$ cat config.mk
export PLATFORM = sky130hd
export DESIGN_NAME = interrupt_enable_mask
export DESIGN_NICKNAME = d
export VERILOG_FILES = /design/src/shared/irq_enable_pkg.sv /design/src/core/interrupt_enable_mask.sv
export VERILOG_INCLUDE_DIRS = /design/src /design/src/shared
export SDC_FILE = /design/constraint.sdc
export NUM_CORES = 1
export LEC_CHECK = 0
export BUFFER_PORTS_ARGS = -buffer_cell sky130_fd_sc_hd__buf_2
export CAP_MARGIN = 20
export CORE_UTILIZATION = 47
export CTS_CLUSTER_SIZE = 30
export DETAILED_ROUTE_END_ITERATION = 10
export GPL_TIMING_DRIVEN = 0
export PLACE_DENSITY = 0.83
export SETUP_SLACK_MARGIN = 0.15
export SKIP_CTS_REPAIR_TIMING = 1
export SYNTH_ARGS = -nofsm -noshare
export SYNTH_HDL_FRONTEND = slang
export SYNTH_SLANG_ARGS = --single-unit
$ cat constraint.sdc
create_clock -name aclk -period 4.3 [get_ports aclk]
set_clock_uncertainty 0.15 [all_clocks]
set_input_delay 0.645 -clock aclk [delete_from_list [all_inputs] [get_ports aclk]]
set_output_delay 0.645 -clock aclk [all_outputs]
set_load 0.01 [all_outputs]
$ cat src/shared/irq_enable_regs.svh
// Purpose: offsets, bit positions, reset values of the interrupt enable block
// Assumes: axi4-lite byte addressing, 32-bit data
// Notes:   definitions only
`ifndef IRQ_ENABLE_REGS_SVH
`define IRQ_ENABLE_REGS_SVH

`define IEM_OFFSET         8'ha8
`define IEM_RESET          8'h00
`define IEM_WRITE_MASK     8'hdf
`define IEM_BIT_MASTER     7
`define IEM_BIT_SERIAL1    6
`define IEM_BIT_RESERVED   5
`define IEM_BIT_SERIAL0    4
`define IEM_BIT_TIMER1     3
`define IEM_BIT_PIN1       2
`define IEM_BIT_TIMER0     1
`define IEM_BIT_PIN0       0
`define IEM_NUM_SOURCES    6
`define IEM_NUM_WIDTH      4
`define IEM_NUM_PIN0       4'h0
`define IEM_NUM_TIMER0     4'h1
`define IEM_NUM_PIN1       4'h2
`define IEM_NUM_TIMER1     4'h3
`define IEM_NUM_SERIAL0    4'h4
`define IEM_NUM_SERIAL1    4'h7
`define AXI_RESP_OKAY      2'h0
`define AXI_RESP_SLVERR    2'h2

`endif

$ cat src/shared/irq_enable_pkg.sv
// Purpose: types of the interrupt enable block
// Assumes: constants live in irq_enable_regs.svh
// Notes:   source order is fixed priority order, lowest number first
package irq_enable_pkg;

    // pending request lines, index = position in priority order
    typedef struct packed {
        logic serial_port1;
        logic serial_port0;
        logic timer1;
        logic pin_irq1;
        logic timer0;
        logic pin_irq0;
    } irq_sources_t;

    // request offered to the core
    typedef struct packed {
        logic       valid;
        logic [3:0] number;
    } irq_request_t;

endpackage

$ cat src/core/interrupt_enable_mask.sv
// Purpose: interrupt enable register with master gate and fixed-order pick
// Assumes: source requests are synchronous to aclk and held until serviced
// Notes:   register reached over axi4-lite; only byte lane 0 is used
`timescale 1ns/1ps
`include "irq_enable_regs.svh"

// Function
// bit 7 is master enable; cleared means nothing reaches the core
// a request passes only when master and its own enable are 1
// own enable 0 masks the source, 1 unmasks it under master
// bit 6 enables the second serial port interrupt
// bit 4 enables the first serial port interrupt
// bit 3 enables the timer 1 interrupt
// bit 2 enables external interrupt input 1
// bit 1 enables the timer 0 interrupt
// bit 0 enables external interrupt input 0
// among simultaneous enabled requests the lowest interrupt number wins
// reset clears all bits; bit 5 reads 0 and ignores writes
module interrupt_enable_mask
(
    input  wire logic                         aclk,
    input  wire logic                         aresetn,
    input  wire logic [7:0]                   s_axi_awaddr,
    input  wire logic                         s_axi_awvalid,
    output logic                              s_axi_awready,
    input  wire logic [31:0]                  s_axi_wdata,
    input  wire logic [3:0]                   s_axi_wstrb,
    input  wire logic                         s_axi_wvalid,
    output logic                              s_axi_wready,
    output logic [1:0]                        s_axi_bresp,
    output logic                              s_axi_bvalid,
    input  wire logic                         s_axi_bready,
    input  wire logic [7:0]                   s_axi_araddr,
    input  wire logic                         s_axi_arvalid,
    output logic                              s_axi_arready,
    output logic [31:0]                       s_axi_rdata,
    output logic [1:0]                        s_axi_rresp,
    output logic                              s_axi_rvalid,
    input  wire logic                         s_axi_rready,
    input  wire irq_enable_pkg::irq_sources_t irq_pending,
    output irq_enable_pkg::irq_sources_t      irq_gated,
    output irq_enable_pkg::irq_request_t      irq_request
);

    logic [7:0]                   enable_reg;
    logic [7:0]                   enable_next;
    logic                         aw_held_reg;
    logic                         aw_held_next;
    logic [7:0]                   aw_addr_reg;
    logic [7:0]                   aw_addr_next;
    logic                         w_held_reg;
    logic                         w_held_next;
    logic [31:0]                  w_data_reg;
    logic [31:0]                  w_data_next;
    logic [3:0]                   w_strb_reg;
    logic [3:0]                   w_strb_next;
    logic                         bvalid_reg;
    logic                         bvalid_next;
    logic [1:0]                   bresp_reg;
    logic [1:0]                   bresp_next;
    logic                         rvalid_reg;
    logic                         rvalid_next;
    logic [31:0]                  rdata_reg;
    logic [31:0]                  rdata_next;
    logic [1:0]                   rresp_reg;
    logic [1:0]                   rresp_next;
    irq_enable_pkg::irq_sources_t gated_reg;
    irq_enable_pkg::irq_sources_t gated_next;
    irq_enable_pkg::irq_request_t request_reg;
    irq_enable_pkg::irq_request_t request_next;
    logic                         aw_take;
    logic                         w_take;
    logic                         do_write;
    logic [7:0]                   lane_mask;
    logic                         awready_reg;
    logic                         awready_next;
    logic                         wready_reg;
    logic                         wready_next;
    logic                         arready_reg;
    logic                         arready_next;
    logic                         ar_take;
    logic [`IEM_NUM_SOURCES-1:0]  source_pass;

    function automatic logic hits_enable(input logic [7:0] addr);
        hits_enable = (addr == `IEM_OFFSET);
    endfunction

    // readies are flops, so a handshake lands on the edge after ready was raised
    assign aw_take  = s_axi_awvalid && awready_reg;
    assign w_take   = s_axi_wvalid && wready_reg;
    assign ar_take  = s_axi_arvalid && arready_reg;
    // write commits once both halves are in and the previous response is gone
    assign do_write = aw_held_reg && w_held_reg && !bvalid_reg;
    assign lane_mask = w_strb_reg[0] ? `IEM_WRITE_MASK : 8'h00;

    // write channel and enable register
    always_comb
    begin
        aw_held_next = aw_held_reg;
        aw_addr_next = aw_addr_reg;
        w_held_next  = w_held_reg;
        w_data_next  = w_data_reg;
        w_strb_next  = w_strb_reg;
        bvalid_next  = bvalid_reg;
        bresp_next   = bresp_reg;
        enable_next  = enable_reg;
        // ready drops on the take, so one held item never gets overwritten
        awready_next = 1'b0;
        wready_next  = 1'b0;
        if (s_axi_awvalid && !aw_held_reg && !awready_reg)
        begin
            awready_next = 1'b1;
        end
        if (s_axi_wvalid && !w_held_reg && !wready_reg)
        begin
            wready_next = 1'b1;
        end
        if (aw_take)
        begin
            aw_held_next = 1'b1;
            aw_addr_next = s_axi_awaddr;
        end
        if (w_take)
        begin
            w_held_next = 1'b1;
            w_data_next = s_axi_wdata;
            w_strb_next = s_axi_wstrb;
        end
        if (bvalid_reg && s_axi_bready)
        begin
            bvalid_next = 1'b0;
        end
        if (do_write)
        begin
            aw_held_next = 1'b0;
            w_held_next  = 1'b0;
            bvalid_next  = 1'b1;
            if (hits_enable(aw_addr_reg))
            begin
                // reserved bit 5 never stored, so it always reads 0
                enable_next = (enable_reg & ~lane_mask) | (w_data_reg[7:0] & lane_mask);
                bresp_next  = `AXI_RESP_OKAY;
            end
            else
            begin
                bresp_next = `AXI_RESP_SLVERR;
            end
        end
    end

    always_ff @(posedge aclk)
    begin
        if (!aresetn)
        begin
            enable_reg  <= `IEM_RESET;
            awready_reg <= 1'b0;
            wready_reg  <= 1'b0;
            aw_held_reg <= 1'b0;
            aw_addr_reg <= 8'h00;
            w_held_reg  <= 1'b0;
            w_data_reg  <= 32'h0000_0000;
            w_strb_reg  <= 4'h0;
            bvalid_reg  <= 1'b0;
            bresp_reg   <= 2'h0;
        end
        else
        begin
            enable_reg  <= enable_next;
            awready_reg <= awready_next;
            wready_reg  <= wready_next;
            aw_held_reg <= aw_held_next;
            aw_addr_reg <= aw_addr_next;
            w_held_reg  <= w_held_next;
            w_data_reg  <= w_data_next;
            w_strb_reg  <= w_strb_next;
            bvalid_reg  <= bvalid_next;
            bresp_reg   <= bresp_next;
        end
    end

    // read channel
    always_comb
    begin
        rvalid_next = rvalid_reg;
        rdata_next  = rdata_reg;
        rresp_next  = rresp_reg;
        if (rvalid_reg && s_axi_rready)
        begin
            rvalid_next = 1'b0;
        end
        // arready waits until the previous answer is gone; one read in flight
        arready_next = 1'b0;
        if (s_axi_arvalid && !rvalid_reg && !arready_reg)
        begin
            arready_next = 1'b1;
        end
        if (ar_take)
        begin
            rvalid_next = 1'b1;
            if (hits_enable(s_axi_araddr))
            begin
                rdata_next = {24'h00_0000, enable_reg};
                rresp_next = `AXI_RESP_OKAY;
            end
            else
            begin
                rdata_next = 32'h0000_0000;
                rresp_next = `AXI_RESP_SLVERR;
            end
        end
    end

    always_ff @(posedge aclk)
    begin
        if (!aresetn)
        begin
            rvalid_reg <= 1'b0;
            arready_reg <= 1'b0;
            rdata_reg  <= 32'h0000_0000;
            rresp_reg  <= 2'h0;
        end
        else
        begin
            rvalid_reg <= rvalid_next;
            arready_reg <= arready_next;
            rdata_reg  <= rdata_next;
            rresp_reg  <= rresp_next;
        end
    end

    // which register bit enables each source line; bit 5 has no source
    function automatic int unsigned source_enable_bit(input int unsigned idx);
        case (idx)
            0:       source_enable_bit = `IEM_BIT_PIN0;
            1:       source_enable_bit = `IEM_BIT_TIMER0;
            2:       source_enable_bit = `IEM_BIT_PIN1;
            3:       source_enable_bit = `IEM_BIT_TIMER1;
            4:       source_enable_bit = `IEM_BIT_SERIAL0;
            default: source_enable_bit = `IEM_BIT_SERIAL1;
        endcase
    endfunction

    // master and own enable are both needed for a line to pass
    genvar g;
    generate
        for (g = 0; g < `IEM_NUM_SOURCES; g = g + 1)
        begin : gate_gen
            assign source_pass[g] = enable_reg[`IEM_BIT_MASTER]
                && enable_reg[source_enable_bit(g)] && irq_pending[g];
        end
    endgenerate

    // gating and fixed-order pick; registered so outputs lag requests by one cycle
    always_comb
    begin
        gated_next          = source_pass;
        request_next.valid  = |gated_next;
        // lowest fixed number first; serial port 1 carries number 7
        if (gated_next.pin_irq0)
            request_next.number = `IEM_NUM_PIN0;
        else if (gated_next.timer0)
            request_next.number = `IEM_NUM_TIMER0;
        else if (gated_next.pin_irq1)
            request_next.number = `IEM_NUM_PIN1;
        else if (gated_next.timer1)
            request_next.number = `IEM_NUM_TIMER1;
        else if (gated_next.serial_port0)
            request_next.number = `IEM_NUM_SERIAL0;
        else if (gated_next.serial_port1)
            request_next.number = `IEM_NUM_SERIAL1;
        else
            request_next.number = `IEM_NUM_PIN0;
    end

    always_ff @(posedge aclk)
    begin
        if (!aresetn)
        begin
            gated_reg   <= '0;
            request_reg <= '0;
        end
        else
        begin
            gated_reg   <= gated_next;
            request_reg <= request_next;
        end
    end

    // every output below is a flop; no path from an input reaches a pin
    assign s_axi_awready = awready_reg;
    assign s_axi_wready  = wready_reg;
    assign s_axi_bvalid  = bvalid_reg;
    assign s_axi_bresp   = bresp_reg;
    assign s_axi_arready = arready_reg;
    assign s_axi_rvalid  = rvalid_reg;
    assign s_axi_rdata   = rdata_reg;
    assign s_axi_rresp   = rresp_reg;
    assign irq_gated     = gated_reg;
    assign irq_request   = request_reg;

endmodule

# Word level (Yosys, flattened, before mapping)

Index checks and enable logic that the tools add are counted.

Word-level logic and storage cells: 89
Input port bits: 65
Register bits: 79

Eq/ne operators: 2
Multiplexer cells: 16
Bitwise gates (word level): 5
Reductions and logical operators: 41

Operator list:

| cell                 | count |
|---|---|
| $logic_and A1 B1 Y1  | 25 |
| $and A8 B8 Y8        | 2 |
| $eq A8 B8 Y1 const B | 2 |
| $mux W8              | 2 |
| $reduce_or A6 Y1     | 2 |
| $mux W1              | 8 |
| $mux W2              | 4 |
| $not A8 Y8           | 1 |
| $or A8 B8 Y8         | 1 |
| $logic_not A1 Y1     | 7 |
| $mux W3              | 2 |
| $reduce_or A5 Y1     | 1 |
| $reduce_bool A2 Y1   | 2 |
| $reduce_or A2 Y1     | 2 |
| $reduce_or A3 Y1     | 1 |
| $reduce_and A2 Y1    | 1 |
| $not A1 Y1           | 1 |

# Longest topological paths before layout

Depth after elaboration: 7
Depth in mapped cells: 4
Depth with buffers taken out: 3

# Worst setup path after synthesis

Ideal clock, no wire load.

Path type: register -> register
Start: register aw_addr_reg[6]
End: register (tool-made name)
Setup slack: 2548 ps
Cell stages (with the launch flop): 4
Clock period less this slack: 1752 ps
Arrival: 1529 ps
Required time: 4077 ps
Library setup time: 73 ps
Cell sequence: dfxtp_1 > or4_4 > nor4_4 > mux2i_1

RTL lines:

| element                | line                         | RTL |
|---|---|---|
| start, declared        | interrupt_enable_mask.sv:49  | `logic [7:0] aw_addr_reg;` |
| start signal, assigned | interrupt_enable_mask.sv:172 | `aw_addr_reg <= aw_addr_next;` |

==> impl_metrics.yaml <==
final_layout:
  layout.cells.non_filler: 374
  post-route-util_pct: 64.7
  num-fill-cells: 361
  syn2layout_area_growth_pct: 28.4
  n_antenna_cell: 0
  drive_gt1_share_pct: 30.6
  nNetsFinal: 388
  multi_input_area_um2: 935
  regArea_um2: 981
power:
  power_switching_uw: 196
  internal-power_uw: 737
  power.share.sequential_pct: 50.0
  p_leak_nw: 1.21
  cellPowerDensity_nw_per_um2: 348
  pwr-share-comb_pct: 9.6
  switching_share_pct: 21.0
  peakVddDrop_mv: 0.206
  clkPwrFrac_pct: 40.4
route:
  top_layer: "met4"
  vias: 1829
  vias_per_cell: 4.89
  routedWlPerCell_um: 11.6
  drtPass1Iterations: 4
  met2_length_um: 2140
  ant_nets: 0
  route.met3.wl_um: 241
  drc: 0
  finalWirelength_um: 4340
  m1WireLength_um: 1890
  drtIter0Drc: 84
timing:
  finalMaxSlewViolations: 0
  hold_viol_final: 0
  finalSetupTns_ns: 0
  worstMarginPinSlew_ns: 0.672
  fmax_mhz: 522
  whs_ns: 0.307
  setup_viol_count_final: 0
  slew-limit-headroom_pct: 55.1
  fin_ws_ns: 2.38
  fin_crit_sh_pct: 44.6
  rsz0062_at_grt: "false"
  fin_crit_ns: 1.92
critical_path:
  worstPathArrival_ns: 1.99
  critical_path_depth: 3
  cp_slowest_stage_delay_ns: 0.56
  worstSetupEndpointType: "flip-flop"
  r2r_slack_ns: 2.38
  crit_path_cell_trace: "or4_4 > nor4_4 > mux2i_1"
  r2r-start: "aw_addr_reg[6]"
  crit_family: "simple AND/OR/NAND/NOR gates"
  worst_setup_path_start_kind: "flip-flop"
  cp.required_ns: 4.38
  cp.buffers_inverters: 0
  crit_slowest_cell: "or4_4"
  critical_path_class: "reg -> reg"
  rr_worst_depth: 3
  crit_fanout: 7
job:
  cap_violations: 0
yosys:
  syn_avg_cell_area_um2: 9.07
  ys_seq_elements: 49
  synth_top_area_share_pct: 47.0
  synth_commonest_cells: "dfxtp_1 (49), nand2_1 (49), buf_4 (28)"
  synth_cell_type_count: 31
  synth_edf_count: 0
  synth_area_um2: 2090
  ys.warnings.count: 0
  ys.flop_type: "dfxtp_1"
  synth_cells: 230
  async_reset_ff_share_pct: 0
  yosys-top-cells-area: "dfxtp_1 (47%), buf_4 (10%), nand2_1 (8.8%)"
  synth_area_leader_cell: "dfxtp_1"
  ys_seq_area_share_pct: 47.0
placement:
  place_ws_ns: 2.34
  place.gp.congestion: 0.763
  hpwl_um: 3250
  io_buffers: 59
  dpl.cell_count: 366
die:
  ioPinCount: 117
  chipHeight_um: 68.6
  coreArea_um2: 4140
  dieArea_um2: 4710
  rows: 23
  initial_core_util_pct: 50.4
  die_w_um: 68.6
clock_network:
  cts-root-buf: "clkbuf_8"
  cts_tree: "done"
  clkLatencyLatePin_ns: 0.30
  clock-sinks: 49
  clk_path_buf_depth: 2
  cts_buffers: 5
  cts-htree-levels: 2
  clk_pin_slew_worst_paths_ns: 0.08
outcome:
  status: "finished clean"
global_routing:
  overflow: 0
  antenna_found_initial: 0
  grt_use_total_pct: 19.9
  grt_pass1_wl_um: 6960
  grt_max_degree: 16
  grt_pass1_vias: 1611
hold_path:
  hold_start: "s_axi_rvalid"
  hold_end: "s_axi_arready"
  holdPathStages: 1
  hold_class: "reg -> reg"
## stage by stage
stage / total power, mW / cell area, um^2
finish: 0.933 / 2680
floorplan: 0.537 / 2190
global route: 0.972 / 2680
global placement: 0.564 / 2550
CTS: 0.941 / 2680
detailed placement: 0.566 / 2550
## layout make-up
cell class	count	share of cell area, %
Sequential cell	49	36.6
Multi-Input combinational cell	167	34.9
Timing Repair Buffer	59	11.0
Buffer	39	9.38
Clock buffer	5	2.57
Clock inverter	3	2.43
Tap cell	50	2.33
Inverter	2	0.794
## power by group through the flow
| stage | Clock, mW | Combinational (mW) | Sequential [mW] |
|---|---|---|---|
| 2_1_floorplan | 0 | 0.0595 | 0.478 |
| 3_3_place_gp | 0 | 0.0868 | 0.477 |
| 3_5_place_dp | 0 | 0.0883 | 0.477 |
| 4_1_cts | 0.386 | 0.0887 | 0.467 |
| 5_1_grt | 0.405 | 0.0998 | 0.468 |
| 6_report | 0.377 | 0.0895 | 0.467 |
## worst register-to-register path, cell delays in order (launching register included)
cell and delay [ns]:
dfxtp_1 0.32, or4_4 0.56, nor4_4 0.56, mux2i_1 0.26
## cell families (layout without fill, tap and decap cells)
logic type             Yosys count  in the layout  synth area share (%)
AO/OA/AOI/OAI                   38             38                  13.8
buffers and inverters           41            108                  13.1
flip-flops                      49             49                  47.0
multiplexers                     7              7                  3.36
other                            1             28                 0.180
AND/OR/NAND/NOR                 94             94                  22.6
## how the worst max path moves through the flow
stage | start | end | slack, ns
after floorplan | aw_addr_reg[6] | flip-flop | 2.55
after global placement | s_axi_araddr[6] | s_axi_rdata[1] | 2.37
after detailed placement | s_axi_araddr[6] | s_axi_rdata[2] | 2.34
after CTS | aw_addr_reg[6] | flip-flop | 2.36
after global routing | aw_addr_reg[6] | flip-flop | 2.27
final | aw_addr_reg[6] | flip-flop | 2.38
## layout by cell type, fill, tap and decap left out, types with 8 or more instances in the layout
cell type	Yosys	routed
a21boi_0	18	18
buf_2	0	59
buf_4	28	28
clkbuf_1	10	10
conb_1	1	28
dfxtp_1	49	49
nand2_1	49	49
nand3_1	17	17
nor2_1	8	8
## routing by layer
metal  vias up  GRT usage [%]
li1        921              -
met1       838           23.8
met2        64           34.6
met3         6           4.77
met4         0           7.03
met5         -              0
No activity file was read; power rests on OpenSTA's default activity.
